==> src/verilog/isd_pkg.sv <==
// Constants, layouts and state types for the interrupt split descriptor decoder
package isd_pkg;

  // ****************************************
  // Register map
  // ****************************************
  localparam logic [7:0] ADDR_DESC_LO = 8'h00;
  localparam logic [7:0] ADDR_DESC_HI = 8'h04;
  localparam logic [7:0] ADDR_DESC_DW2 = 8'h08;
  localparam logic [7:0] ADDR_CTRL = 8'h0c;
  localparam logic [7:0] ADDR_STATUS = 8'h10;
  localparam logic [7:0] ADDR_TOKEN = 8'h14;
  localparam logic [7:0] ADDR_SPLIT = 8'h18;

  // ****************************************
  // Descriptor field positions (64-bit word; poll and retry fields sit in DW2)
  // ****************************************
  localparam int POS_RATE_HI = 49;
  localparam int POS_RATE_LO = 48;
  localparam int POS_SPLIT = 46;
  localparam int POS_KIND_HI = 45;
  localparam int POS_KIND_LO = 44;
  localparam int POS_TOK_HI = 43;
  localparam int POS_TOK_LO = 42;
  localparam int POS_FUNC_HI = 41;
  localparam int POS_FUNC_LO = 35;
  localparam int POS_EPU_HI = 34;
  localparam int POS_EPU_LO = 32;
  localparam int POS_EP0 = 31;
  localparam int POS_MPS_HI = 28;
  localparam int POS_MPS_LO = 18;
  localparam int POS_BUD_HI = 17;
  localparam int POS_BUD_LO = 3;
  localparam int POS_ARMED = 0;
  localparam int POS_POLL_HI = 7;
  localparam int POS_POLL_LO = 3;
  localparam int POS_RETRY_HI = 24;
  localparam int POS_RETRY_LO = 23;

  // ****************************************
  // Codes and limits
  // ****************************************
  localparam logic [1:0] TOK_OUT = 2'h0;
  localparam logic [1:0] TOK_IN = 2'h1;
  localparam logic [1:0] KIND_INTR = 2'h3;
  localparam logic [1:0] RATE_LOW = 2'h2;
  localparam logic [1:0] RATE_FULL = 2'h0;
  localparam logic [10:0] MPS_FS_MAX = 11'h040;
  localparam logic [14:0] BUDGET_MAX = 15'h1000;
  localparam logic [4:0] POLL_B_MIN = 5'h04;
  localparam logic [4:0] POLL_B_MAX = 5'h10;
  localparam logic [3:0] ERR_BAD_KIND = 4'h1;
  localparam logic [3:0] ERR_BAD_TOKEN = 4'h2;
  localparam logic [3:0] ERR_BAD_MPS = 4'h4;
  localparam logic [3:0] ERR_BAD_BUDGET = 4'h8;
  localparam logic [31:0] MICRO_NS = 32'h000003e8 * 32'h0000007d;
  localparam logic [31:0] CLK_NS = 32'h00000005;

  typedef enum logic [2:0] {ST_IDLE, ST_CHECK, ST_WAIT, ST_ISSUE, ST_RESULT} isd_state_t;

endpackage : isd_pkg

==> src/verilog/isd_poll_timer.sv <==
// Polling period timer counting microframes
`timescale 1ns/1ps
module isd_poll_timer
  import isd_pkg::*;
#(
  parameter int MICRO_CYCLES = 25000
) (
  // Clock and reset
  input  wire logic       clk,
  input  wire logic       rst,
  // Control
  input  wire logic       start,
  input  wire logic [4:0] poll_b,
  // Result
  output logic            due
);

  // ****************************************
  // Microframe and period counters
  // ****************************************
  logic [31:0] cyc;
  logic [16:0] micro;
  logic [4:0]  b_eff;
  logic [16:0] period;
  logic        wrap;
  wire         tick = (cyc == 32'(MICRO_CYCLES - 1));

  // Out-of-range codes are clamped rather than refused, so scheduling never stalls
  assign b_eff  = (poll_b < POLL_B_MIN) ? POLL_B_MIN : ((poll_b > POLL_B_MAX) ? POLL_B_MAX : poll_b);
  assign period = 17'h00001 << (b_eff - 5'h01);
  // Restart the microframe count at each due, so later polls keep the full period
  assign wrap   = tick && (micro + 17'h1 >= period);

  always_ff @(posedge clk) begin
    if (rst || start) begin
      cyc   <= '0;
      micro <= '0;
      due   <= 1'b0;
    end else begin
      cyc   <= tick ? '0 : cyc + 32'h1;
      micro <= wrap ? '0 : (tick ? micro + 17'h1 : micro);
      due   <= wrap;
    end
  end

endmodule : isd_poll_timer

==> src/verilog/isd_top.sv <==
// APB-reached interrupt split descriptor decoder and executor
//
// The placing of the registers and register access over APB were left to the implementer.
`timescale 1ns/1ps
module isd_top
  import isd_pkg::*;
#(
  parameter int MICRO_CYCLES = int'(MICRO_NS / CLK_NS)
) (
  // Clock and reset
  input  wire logic        clk,
  input  wire logic        rst,
  // APB slave
  input  wire logic        psel,
  input  wire logic        penable,
  input  wire logic        pwrite,
  input  wire logic [7:0]  paddr,
  input  wire logic [31:0] pwdata,
  output logic      [31:0] prdata,
  output logic             pready,
  output logic             pslverr,
  // Transaction engine
  output logic             txn_req,
  output logic             txn_split,
  output logic             txn_low_speed,
  output logic [1:0]       txn_token,
  output logic [6:0]       txn_function,
  output logic [3:0]       txn_endpoint,
  output logic [10:0]      txn_max_payload,
  input  wire logic        txn_done,
  input  wire logic        txn_ok,
  input  wire logic        txn_fatal,
  input  wire logic [10:0] txn_bytes
);

  // ****************************************
  // Descriptor storage
  // ****************************************
  logic [63:0] desc;
  logic [31:0] dw2;
  logic [14:0] moved;
  logic [1:0]  retry;
  logic [3:0]  err_code;
  logic        busy;
  isd_state_t  state;
  isd_state_t  next_state;

  // ****************************************
  // Field decode
  // ****************************************
  wire        f_armed  = desc[POS_ARMED];
  wire        f_split  = desc[POS_SPLIT];
  wire [1:0]  f_kind   = desc[POS_KIND_HI:POS_KIND_LO];
  wire [1:0]  f_token  = desc[POS_TOK_HI:POS_TOK_LO];
  wire [6:0]  f_func   = desc[POS_FUNC_HI:POS_FUNC_LO];
  wire [3:0]  f_ep     = {desc[POS_EPU_HI:POS_EPU_LO], desc[POS_EP0]};
  wire [10:0] f_mps    = desc[POS_MPS_HI:POS_MPS_LO];
  wire [14:0] f_budget = desc[POS_BUD_HI:POS_BUD_LO];
  wire [1:0]  f_rate   = desc[POS_RATE_HI:POS_RATE_LO];
  wire [4:0]  f_poll   = dw2[POS_POLL_HI:POS_POLL_LO];
  wire [1:0]  f_retry  = dw2[POS_RETRY_HI:POS_RETRY_LO];

  // Sanity checks: descriptors breaking software limits are fatal, not guessed at
  wire bad_kind   = (f_kind != KIND_INTR);
  wire bad_token  = (f_token != TOK_OUT) && (f_token != TOK_IN);
  wire bad_mps    = f_split && (f_mps > MPS_FS_MAX);
  wire bad_budget = (f_budget > BUDGET_MAX);
  wire [3:0] chk  = (bad_kind ? ERR_BAD_KIND : 4'h0) | (bad_token ? ERR_BAD_TOKEN : 4'h0)
                  | (bad_mps ? ERR_BAD_MPS : 4'h0) | (bad_budget ? ERR_BAD_BUDGET : 4'h0);

  wire [14:0] moved_sum = moved + 15'(txn_bytes);
  wire        finished  = (moved_sum >= f_budget) || (txn_bytes < f_mps);

  // ****************************************
  // APB decode
  // ****************************************
  wire setup     = psel && !penable;
  wire access    = psel && penable;
  wire wr        = access && pwrite;
  wire hit_lo    = (paddr == ADDR_DESC_LO);
  wire hit_hi    = (paddr == ADDR_DESC_HI);
  wire hit_dw2   = (paddr == ADDR_DESC_DW2);
  wire hit_ctrl  = (paddr == ADDR_CTRL);
  wire hit_stat  = (paddr == ADDR_STATUS);
  wire hit_tok   = (paddr == ADDR_TOKEN);
  wire hit_split = (paddr == ADDR_SPLIT);
  wire mapped    = hit_lo | hit_hi | hit_dw2 | hit_ctrl | hit_stat | hit_tok | hit_split;
  // Descriptor writes while executing are refused, so the engine sees stable fields
  wire refuse    = busy && (hit_lo | hit_hi | hit_dw2);
  wire clr_armed = (state == ST_RESULT) && txn_done && (txn_fatal || (retry == 2'h0 && !txn_ok) || (txn_ok && finished));
  wire [31:0] rd_mux = hit_lo ? desc[31:0] : hit_hi ? desc[63:32] : hit_dw2 ? dw2 :
                       hit_stat ? {11'h0, f_retry == 2'h0 ? 2'h0 : retry, moved, err_code} :
                       hit_tok ? {18'h0, f_token, 1'b0, f_func, f_ep} :
                       hit_split ? {29'h0, f_split, f_rate} : 32'h0;
  wire rd_setup  = setup && !pwrite;
  wire wr_land   = wr && pready && !pslverr;

  always_ff @(posedge clk) begin
    if (rst) begin
      prdata  <= 32'h0;
      pready  <= 1'b0;
      pslverr <= 1'b0;
    end else begin
      pready  <= setup;
      pslverr <= setup && (!mapped || (pwrite && refuse));
      prdata  <= rd_setup ? rd_mux : prdata;
    end
  end

  // ****************************************
  // Descriptor register writes
  // ****************************************
  always_ff @(posedge clk) begin
    if (rst) begin
      desc <= 64'h0;
      dw2  <= 32'h0;
    end else begin
      // Hardware clear wins over a same-cycle software write of the low word
      if (wr_land && hit_lo) desc[31:0] <= pwdata;
      if (wr_land && hit_hi) desc[63:32] <= pwdata;
      if (wr_land && hit_dw2) dw2 <= pwdata;
      if (clr_armed) desc[POS_ARMED] <= 1'b0;
    end
  end

  // ****************************************
  // Engine events
  // ****************************************
  wire arm_seen  = (state == ST_IDLE) && f_armed;
  wire res_ok    = (state == ST_RESULT) && txn_done && txn_ok;
  wire res_retry = (state == ST_RESULT) && txn_done && !txn_ok && !txn_fatal && (retry != 2'h0);

  // ****************************************
  // Execution state machine
  // ****************************************
  logic poll_start;
  logic poll_due;

  isd_poll_timer #(
    .MICRO_CYCLES (MICRO_CYCLES)
  ) u_timer (
    .clk    (clk),
    .rst    (rst),
    .start  (poll_start),
    .poll_b (f_poll),
    .due    (poll_due)
  );

  always_comb begin
    next_state = state;
    poll_start = 1'b0;
    case (state)
      ST_IDLE: begin
        if (f_armed) next_state = ST_CHECK;
      end
      ST_CHECK: begin
        next_state = (chk != 4'h0) ? ST_IDLE : ST_WAIT;
        poll_start = 1'b1;
      end
      ST_WAIT: begin
        if (!f_armed) next_state = ST_IDLE;
        else if (poll_due) next_state = ST_ISSUE;
      end
      ST_ISSUE: begin
        next_state = ST_RESULT;
      end
      ST_RESULT: begin
        if (txn_done) begin
          if (clr_armed) next_state = ST_IDLE;
          else if (txn_ok) next_state = ST_WAIT;
          else next_state = ST_ISSUE;
        end
      end
      default: next_state = ST_IDLE;
    endcase
  end

  always_ff @(posedge clk) begin
    if (rst) begin
      state    <= ST_IDLE;
      busy     <= 1'b0;
      moved    <= 15'h0;
      retry    <= 2'h0;
      err_code <= 4'h0;
      txn_req  <= 1'b0;
    end else begin
      state   <= next_state;
      busy    <= (next_state != ST_IDLE);
      txn_req <= (next_state == ST_ISSUE);
      if (arm_seen) begin
        moved <= 15'h0;
        retry <= f_retry;
      end
      // Error code is reloaded at every check and held between checks, so a refused descriptor stays readable
      if (state == ST_CHECK) err_code <= chk;
      if (res_ok) moved <= moved_sum;
      if (res_retry) begin
        retry <= retry - 2'h1;
      end
    end
  end

  // ****************************************
  // Transaction outputs, registered from the descriptor
  // ****************************************
  always_ff @(posedge clk) begin
    if (rst) begin
      txn_split       <= 1'b0;
      txn_low_speed   <= 1'b0;
      txn_token       <= TOK_OUT;
      txn_function    <= 7'h0;
      txn_endpoint    <= 4'h0;
      txn_max_payload <= 11'h0;
    end else begin
      txn_split       <= f_split;
      txn_low_speed   <= f_split && (f_rate == RATE_LOW);
      txn_token       <= f_token;
      txn_function    <= f_func;
      txn_endpoint    <= f_ep;
      txn_max_payload <= f_mps;
    end
  end

endmodule : isd_top
==> config.mk <==
export PLATFORM = sky130hd
export DESIGN_NAME = isd_top
export DESIGN_NICKNAME = d
export VERILOG_FILES = /design/src/verilog/isd_pkg.sv /design/src/verilog/isd_poll_timer.sv /design/src/verilog/isd_top.sv
export SDC_FILE = /design/constraint.sdc
export NUM_CORES = 1
export LEC_CHECK = 0
export BUFFER_PORTS_ARGS = -buffer_cell sky130_fd_sc_hd__buf_4
export CAP_MARGIN = 30
export CORE_MARGIN = 2
export CORE_UTILIZATION = 45
export DETAILED_ROUTE_END_ITERATION = 8
export PLACE_DENSITY = 0.67
export SETUP_SLACK_MARGIN = 0.02
export SYNTH_ARGS = -nofsm -noshare
export SYNTH_HDL_FRONTEND = slang
export SYNTH_HIERARCHICAL = 1
export SYNTH_SLANG_ARGS = --single-unit
==> constraint.sdc <==
create_clock -name clk -period 6.82 [get_ports clk]
set_input_delay 1.364 -clock clk [delete_from_list [all_inputs] [get_ports clk]]
set_output_delay 1.364 -clock clk [all_outputs]
set_load 0.05 [all_outputs]
==> results.ini, run 1 <==
[clock_tree]
cts.path.max_buffers=3
cts_root_buf=clkbuf_16
clkSinkCount=232
post-cts-setup-buffers=0
worstSkewPairLatency_ns=0.52
cts.repair.resized=0
clk_pin_slew_ns=0.06
htree_levels=1
cts_tree=yes
cts-buffers-inserted=25
hold_buffers=0

[timing]
hold_viol=0
clock.fmax_mhz=244.6
layout_min_cycle_time_ns=4.089
finalSetupTns_ns=0
setup_viol_count_final=0
rsz0062_at_grt=false
slew_headroom_pct=42.19
drv_slew=0
fin_hold_ws_ns=0.4503
tightest_slew_ns=0.8639
finalCritPeriodShare_pct=59.96
worst_clock_skew_ns=0.008542

[critical_path]
worstPathMaxFanout=19
slowest_stage=nor3_4
slowest_delay_ns=0.68
cp_top_family=simple AND/OR/NAND/NOR gates
reg2reg_from=u_timer/micro[0]
path_buf_inv=2
critPathArrivalTime_ns=4.45
crit_type=in -> reg
start_kind=input port
crit_start=paddr[5]
endpoint_kind=flop
worstPathRequired_ns=7.18
worstPathCellList=buf_4, or4_4, nor3_4, and2_1, nand2_1, buf_4, nand2_1, a21oi_1

[yosys]
synth-edff-count=0
ys.flop_type=dfxtp_1
syn_inst=1375
synth.distinct_cells=73
ys_seq_elements=232
yosysWarningCount=6
netlist_area_sq_um=11310
ys_seq_area_share_pct=41.08
async_flop_share_pct=0
syn_avg_cell_area_sq_um=8.223
syn_nets=1493

[place]
dp_hpwl_um=22860
io_buffers=119
gp_congestion=0.8672

[finish]
n_antenna_cell=0
drive_gt1_share_pct=13.46
layout_common_cells=nand2_1, dfxtp_1, a21oi_1
area.growth.synth_to_final_pct=16.96
mostFrequentLayoutCell=nand2_1
nets=1571

[drt]
vias=10080
drtIter0Drc=873
via_per_inst=5.595
post-route-drc-count=0
routedWlPerCell_um=17.77
first_pass_iters=6
antenna_left=0
routed_wl_um=32000

[die]
start_util_pct=45.43
die_h_um=162.5
die_w_um=162.5
ioPinCount=120
num_rows=58
dieArea_sq_um=26410
core_area_sq_um=24890

[worst_hold_path]
hold_class=reg -> reg
worstHoldStart=u_timer/cyc[0]

[power]
peakVddDrop_uv=204.3
p_leak_nw=4.913
powerDensity_nw_per_um2=223.3
total_power_mw=2.953

[global_routing]
grt_pass1_wl_um=50960
grtUsageTotal_pct=23.97
gr-total-overflow=0
antenna_found_initial=1
grt_pass1_vias=9572
grt_max_degree=76

[status]
status=finished clean

[flow_run]
drv_cap=0

## metal layers
layer,global-route usage (%),vias to the layer above,wire (um)
li1,-,4958,-
met1,32.03,4733,14080
met2,39.92,324,15020
met3,3.565,61,1839
met4,7.804,0,1066
met5,0,-,0
## through the flow
| step | utilization, % | cells | area (sq um) | worst slack [ns] |
|---|---|---|---|---|
| 2_1_floorplan | - | 1375 | 11310 | 3.031 |
| 5_1_grt | 53.13 | 1801 | 13230 | 2.598 |
| 6_report | 53.13 | 1801 | 13230 | 2.731 |
| 3_5_place_dp | 49.73 | 1756 | 12380 | 2.257 |
| 4_1_cts | 53.13 | 1801 | 13230 | 2.787 |
| 3_3_place_gp | 49.67 | 1755 | 12360 | 2.316 |
## final timing paths
path	to	slack, ns	cells after the start
hold / removal	u_timer/cyc[0]	0.45	1
setup / recovery	desc[47]	2.73	8
setup reg to reg	u_timer/micro[13]	3.33	12
hold reg to reg	u_timer/cyc[0]	0.45	1
## report_power, final
part           total, mW  internal [mW]  switching [mW]  leakage (nW)
combinational      0.184         0.0645           0.119          2.63
clock               1.40          0.831           0.565         0.407
sequential          1.37           1.37         0.00754          1.87
total               2.95           2.26           0.692          4.91
## layout make-up
type,count,area [sq um]
Clock buffer,32,691.9
Timing Repair Buffer,131,994.7
Fill cell,2356,11670
Sequential cell,232,4644
Clock inverter,13,153.9
Inverter,41,153.9
Multi-Input combinational cell,1022,6173
Tap cell,330,412.9
## synthesized netlist by cell type, types with 3 or more instances
library cell  count  area share, %
nor3b_1           3           0.20
o21ai_0          23            1.0
nor4b_1           3           0.23
nand2_1         271            9.0
nor2b_1          25            1.4
a21o_1            7           0.46
buf_2            20           0.89
or2_2             3           0.17
inv_1            41            1.4
mux2i_1           7           0.62
and2_1            8           0.44
or3_1             9           0.50
a211oi_1         24            1.6
and3_1            8           0.44
dfxtp_1         232             41
nand3_1          34            1.5
nor3_1           31            1.4
nor4_1           18            1.0
nand4_1          16           0.89
xnor2_1          34            2.6
a21oi_1         144            6.4
nand2b_1          9           0.50
a222oi_1          7           0.62
a22o_1           12           0.93
nor2_1          131            4.3
mux4_2           10            2.0
xor2_1           30            2.3
a221oi_1         24            1.9
a31oi_1          14           0.77
clkbuf_1         56            1.9
and4_1            4           0.31
ha_1             58            6.4
a22oi_1           3           0.20
o21a_1            5           0.33
## registers in the layout (all words and copies together) (netlist names), 2 cells and up
| register | cells |
|---|---|
| txn_token | 2 |
| err_code | 4 |
| prdata | 32 |
| state | 3 |
| txn_function | 7 |
| txn_max_payload | 11 |
| retry | 2 |
| u_timer/micro | 17 |
| txn_endpoint | 4 |
| u_timer/cyc | 32 |
| desc | 64 |
| moved | 15 |
| dw2 | 32 |
## cell families after synthesis
logic type	count (synthesis)	share of synthesized area [%]
adder cells (fa/ha/maj)	59	6.595
multiplexers	17	2.612
other	1	0.03317
AO/OA/AOI/OAI	288	16.03
flip-flops	232	41.08
XOR/XNOR	64	4.957
buffers and inverters	121	4.349
AND/OR/NAND/NOR	593	24.34
(Power assumes the default switching activity.)
==> run 2, diff against run 1 <==
==> constraint.sdc (replaced) <==
create_clock -name clk -period 4 [get_ports clk]
set_input_delay 0.8 -clock clk [delete_from_list [all_inputs] [get_ports clk]]
set_output_delay 0.8 -clock clk [all_outputs]
set_load 0.05 [all_outputs]
==> run 2 against run 1 <==
  * Hold slack improved by 0.0034 ns
  * Clock skew increased by 0.011 ns
  * Critical path depth increased by 3
  * Sequential share of layout area decreased by 0.11 points
  * Clock power increased by 63%
==> results.ini, run 2 (synthesized netlist as in run 1, its figures left out) <==
[status]
status=finished clean

[clock_tree]
cts.path.max_buffers=3
htree_levels=1
post-cts-setup-buffers=0
worstSkewPairLatency_ns=0.54
cts.repair.resized=0
cts-buffers-inserted=26
clkSinkCount=232
cts_tree=yes
hold_buffers=0
cts_root_buf=clkbuf_16
clk_pin_slew_ns=0.06

[drt]
routedWlPerCell_um=17.78
drtIter0Drc=837
antenna_left=0
routed_wl_um=32160
first_pass_iters=9
via_per_inst=5.660
post-route-drc-count=0
vias=10240

[place]
placed_cell_area_sq_um=12460
io_buffers=119
preCtsSetupSlack_ns=0.2846
dp_hpwl_um=23000
gp_congestion=0.9094

[timing]
setup_viol_count_final=0
hold_viol=0
layout_min_cycle_time_ns=3.513
tightest_slew_ns=0.8913
rsz0062_at_grt=false
slew_headroom_pct=40.12
worst_slack_ns=0.4866
finalCritPeriodShare_pct=87.83
drv_slew=0
fin_hold_ws_ns=0.4537
finalSetupTns_ns=0
worst_clock_skew_ns=0.01969
clock.fmax_mhz=284.6

[finish]
n_antenna_cell=0
layout_common_cells=nand2_1, dfxtp_1, a21oi_1
drive_gt1_share_pct=13.79
mostFrequentLayoutCell=nand2_1
area.growth.synth_to_final_pct=17.32
largest_register_ffs=64
nets=1580
regMostFlops=desc
postLayoutCellArea_sq_um=13270

[critical_path]
critical_path.endpoint=u_timer/micro[16]
path_buf_inv=0
worstPathCellList=nor2_1, nor2_1, o21ai_0, ha_1, or4b_2, ha_1, nand4_1, a31oi_1, o311ai_1, nand3_2, a21oi_1
crit_start=dw2[6]
critPathArrivalTime_ns=3.96
worstPathRequired_ns=4.44
ff2ff_path_depth=11
slowest_delay_ns=0.66
worstPathMaxFanout=17
start_kind=flop
endpoint_kind=flop
slowest_stage=or4b_2
crit_type=reg -> reg
path_depth=11
regToRegSetupSlack_ns=0.49
cp_top_family=simple AND/OR/NAND/NOR gates
r2r-end=u_timer/micro[16]
reg2reg_from=dw2[6]

[power]
powerDensity_nw_per_um2=371.7
switchingPower_mw=1.179
p_leak_nw=4.952
swShare_pct=23.91
peakVddDrop_uv=333.5
intPower_mw=3.752
clkPwrFrac_pct=46.2
power_frac_seq_pct=47.5
comb_power_share_pct=6.3

[flow_run]
drv_cap=0

[die]
core_area_sq_um=24890
ioPinCount=120
start_util_pct=45.43
num_rows=58
die_h_um=162.5
dieArea_sq_um=26410
die_w_um=162.5

[global_routing]
grt_pass1_wl_um=50850
grt_max_degree=93
grtUsageMet3_pct=3.310
grt_pass1_vias=9629
grt_use_met1_pct=32.13
grtUsageTotal_pct=24.09
antenna_found_initial=0
grt_busiest_layer=met2
met2_usage_pct=38.94
gr-total-overflow=0

[worst_hold_path]
hold_class=reg -> reg
min_path_cells=2

run 2: changes by cell type in the layout (fill, tap and decap cells not counted), moves of 2 or more:
cell / change
buf_12: +2
buf_4: +7
bufinv_16: -2
clkbuf_1: +2
clkinv_2: +2
clkinvlp_4: -3
run 2: worst min-delay path by stage:
stage | startpoint | endpoint | slack (ns)
2_1_floorplan | u_timer/cyc[0] | u_timer/cyc[0] | 0.42
3_3_place_gp | u_timer/cyc[0] | u_timer/cyc[0] | 0.43
3_5_place_dp | u_timer/cyc[0] | u_timer/cyc[0] | 0.45
4_1_cts | dw2[19] | dw2[19] | 0.46
5_1_grt | dw2[13] | dw2[13] | 0.47
6_report | desc[58] | desc[58] | 0.45
run 2: tightest hold or removal path: stages (launching register included):
cell and delay (ns):
dfxtp_1 0.31, nand2_1 0.05, a21oi_1 0.05
run 2: layer usage:
| metal | vias to the layer above | share of wire [%] |
|---|---|---|
| met3 | 72 | 6.4 |
| met1 | 4831 | 44 |
| met4 | 0 | 4.4 |
| met5 | - | 0 |
| li1 | 4976 | - |
| met2 | 360 | 46 |
run 2: layout make-up:
class | count | area (sq um)
well taps | 330 | 412.9
clock inverters | 11 | 97.59
repair buffers | 139 | 1072
inverters | 41 | 153.9
flip-flops and latches | 232 | 4644
fillers | 2376 | 11630
multi-input cells | 1022 | 6173
clock buffers | 34 | 710.7
run 2: metrics by stage:
step	utilization (%)	std cells	power (mW)
final	53.29	1809	4.931
after global routing	53.29	1809	5.089
after CTS	53.29	1809	4.967
after floorplan	-	1375	2.572
after global placement	50.05	1764	2.701
after detailed placement	50.05	1764	2.703
run 2: power by group through the flow:
stage / Combinational (mW) / Sequential, mW / Clock [mW]
after CTS: 0.310 / 2.34 / 2.31
final: 0.311 / 2.34 / 2.28
after global placement: 0.307 / 2.39 / 0
after detailed placement: 0.309 / 2.39 / 0
after floorplan: 0.129 / 2.44 / 0
after global routing: 0.337 / 2.34 / 2.41
==> run 3, diff against run 2 <==
--- a/config.mk
+++ b/config.mk
@@ -5,12 +5,14 @@
 export SDC_FILE = /design/constraint.sdc
 export NUM_CORES = 1
 export LEC_CHECK = 0
+export ABC_AREA = 1
+export ABC_CLOCK_PERIOD_IN_PS = 4000
 export BUFFER_PORTS_ARGS = -buffer_cell sky130_fd_sc_hd__buf_4
 export CAP_MARGIN = 30
 export CORE_MARGIN = 2
 export CORE_UTILIZATION = 45
 export DETAILED_ROUTE_END_ITERATION = 8
-export PLACE_DENSITY = 0.67
+export PLACE_DENSITY = 0.71
 export SETUP_SLACK_MARGIN = 0.02
 export SYNTH_ARGS = -nofsm -noshare
 export SYNTH_HDL_FRONTEND = slang
==> run 3 against run 2 <==
  * The run now ends with DRC left
  * Flip-flop and latch count unchanged
  * Final cell count grew 20%
  * Combinational power fell by 4%
  * Synthesized area rose by 6.3%
  * Sequential power is essentially flat
  * Die area rose by 6.1%
  * Utilization grew 0.15 points
  * Critical path depth increased by 11
  * Synthesized cell count grew 25%
  * Clock-buffer cell count rose by 3
  * Largest cell class unchanged
==> results.ini, run 3 <==
[drt]
via_per_inst=5.343
routedWlPerCell_um=15.98
drtIter0Drc=738
first_pass_iters=8
post-route-drc-count=3
routed_wl_um=34610
vias=11570
antenna_left=0

[timing]
finalCritPeriodShare_pct=82.55
drv_slew=0
clock.fmax_mhz=302.8
hold_viol=0
layout_min_cycle_time_ns=3.302
setup_viol_count_final=0
finalSetupTns_ns=0
worst_clock_skew_ns=0.02247
slew_headroom_pct=35.01
rsz0062_at_grt=false
tightest_slew_ns=0.9734

[critical_path]
crit_type=reg -> reg
start_kind=flop
worstPathRequired_ns=4.44
worstPathMaxFanout=3
critPathArrivalTime_ns=3.75
endpoint_kind=flop

[global_routing]
grt_pass1_wl_um=56520
grt_max_degree=110
grt_pass1_vias=11100
gr-total-overflow=0
antenna_found_initial=0
grtUsageTotal_pct=24.56

[die]
start_util_pct=46.00
ioPinCount=120
core_area_sq_um=26130
die_h_um=167.4
num_rows=59
dieArea_sq_um=28030
die_w_um=167.4

[power]
peakVddDrop_uv=312.5
p_leak_nw=5.925
powerDensity_nw_per_um2=359.6

[clock_tree]
worstSkewPairLatency_ns=0.55
clk_pin_slew_ns=0.06
clkSinkCount=232
hold_buffers=0
cts_root_buf=clkbuf_16
cts_tree=yes
post-cts-setup-buffers=0
htree_levels=1
cts.path.max_buffers=3
cts.repair.resized=0
cts-buffers-inserted=26

[finish]
regMostFlops=desc
mostFrequentLayoutCell=nand2_1
final_cell_count_no_fill=2166
largest_register_ffs=64
fin_util_pct=53.44
n_antenna_cell=0
area.growth.synth_to_final_pct=16.19
nets=1929
layout_common_cells=nand2_1, nor2_1, dfxtp_1
drive_gt1_share_pct=12.73

[place]
gp_congestion=0.9492
dp_hpwl_um=24940
placed_cells=2118
io_buffers=119

[yosys]
yosysTopAreaCell=dfxtp_1
synth_most_common_cell=nand2_1
netlist.area_leader.share_pct=38.64
syn_avg_cell_area_sq_um=7.001
synth.distinct_cells=51
async_flop_share_pct=0
syn_inst=1717
yosysWarningCount=6
synth-edff-count=0
yosys-top-cells-area=dfxtp_1, nand2_1, nor2_1
ys_seq_elements=232
ys_seq_area_share_pct=38.64
netlist_area_sq_um=12020
synth_common_cells=nand2_1, nor2_1, dfxtp_1, inv_1, a21oi_1
syn_nets=1835
ys.flop_type=dfxtp_1

[status]
violations=DRC
status=finished with violations

[worst_hold_path]
hold_class=reg -> reg

[flow_run]
drv_cap=0

[run 3: final timing paths]
check,slack (ns),start,to,cells past startpoint
max reg2reg,0.70,moved[0],busy,22
max,0.70,moved[0],busy,22
min reg2reg,0.45,desc[1],desc[1],2
min,0.45,desc[1],desc[1],2
[run 3: logic make-up (layout without fill, tap and decap cells)]
logic type                 count (synthesis)  in the layout  share of synthesized area [%]
AOI/OAI and AO/OA                        377            377                          16.70
xor gates and xnor gates                  21             21                          1.530
adders and majority gates                 59             59                          6.204
buffers and inverters                    280            394                          9.680
DFF                                      232            232                          38.64
muxes                                      1              1                        0.08328
other                                      1              1                        0.03120
and+or+nand+nor                          746            746                          27.14
[run 3: metal layers]
layer / wire length, um / global-route usage, %
met1: 15120 / 31.71
met2: 16220 / 42.27
met3: 2245 / 3.593
met4: 1028 / 7.977
met5: 0 / 0.5217
[run 3: metrics by stage]
step / power (mW) / setup slack [ns] / hold WS [ns] / cell area [sq um]
3_5_place_dp: 2.684 / 0.2715 / 0.4368 / 13100
3_3_place_gp: 2.681 / 0.3407 / 0.4335 / 13070
5_1_grt: 5.185 / 0.4668 / 0.4716 / 13970
2_1_floorplan: 2.560 / 0.7521 / 0.4234 / 12020
4_1_cts: 5.055 / 0.7161 / 0.4537 / 13970
6_report: 5.023 / 0.6980 / 0.4543 / 13970
[run 3: cell type report]
type	count	area [sq um]
inverters	215	807.0
multi-input cells	1205	6217
fillers	2604	12170
flip-flops and latches	232	4644
clock buffers	37	752.0
clock inverters	11	117.6
well taps	335	419.2
repair buffers	131	1008
[run 3: worst max-delay path, stage by stage (launching register included)]
cell and delay, ns:
dfxtp_1 0.41, ha_1 0.23, inv_1 0.06, fa_1 0.40
inv_1 0.09, nand3_1 0.07, nand2_1 0.14, nand4_1 0.10
nand3_1 0.16, nand3_1 0.10, and2_1 0.17, ha_1 0.31
nand2_1 0.08, nor2_1 0.15, nand3_1 0.09, nor2_1 0.10
nand2_1 0.06, nand4_1 0.12, nand2_1 0.08, nand3_1 0.08
nand2_1 0.05, nand2_1 0.07, nand3_1 0.07
[run 3: power breakdown]
part | leakage (nW) | switching [mW] | internal, mW
Clock | 0.423 | 1.00 | 1.38
Sequential | 1.87 | 0.0108 | 2.33
Combinational | 3.63 | 0.194 | 0.105
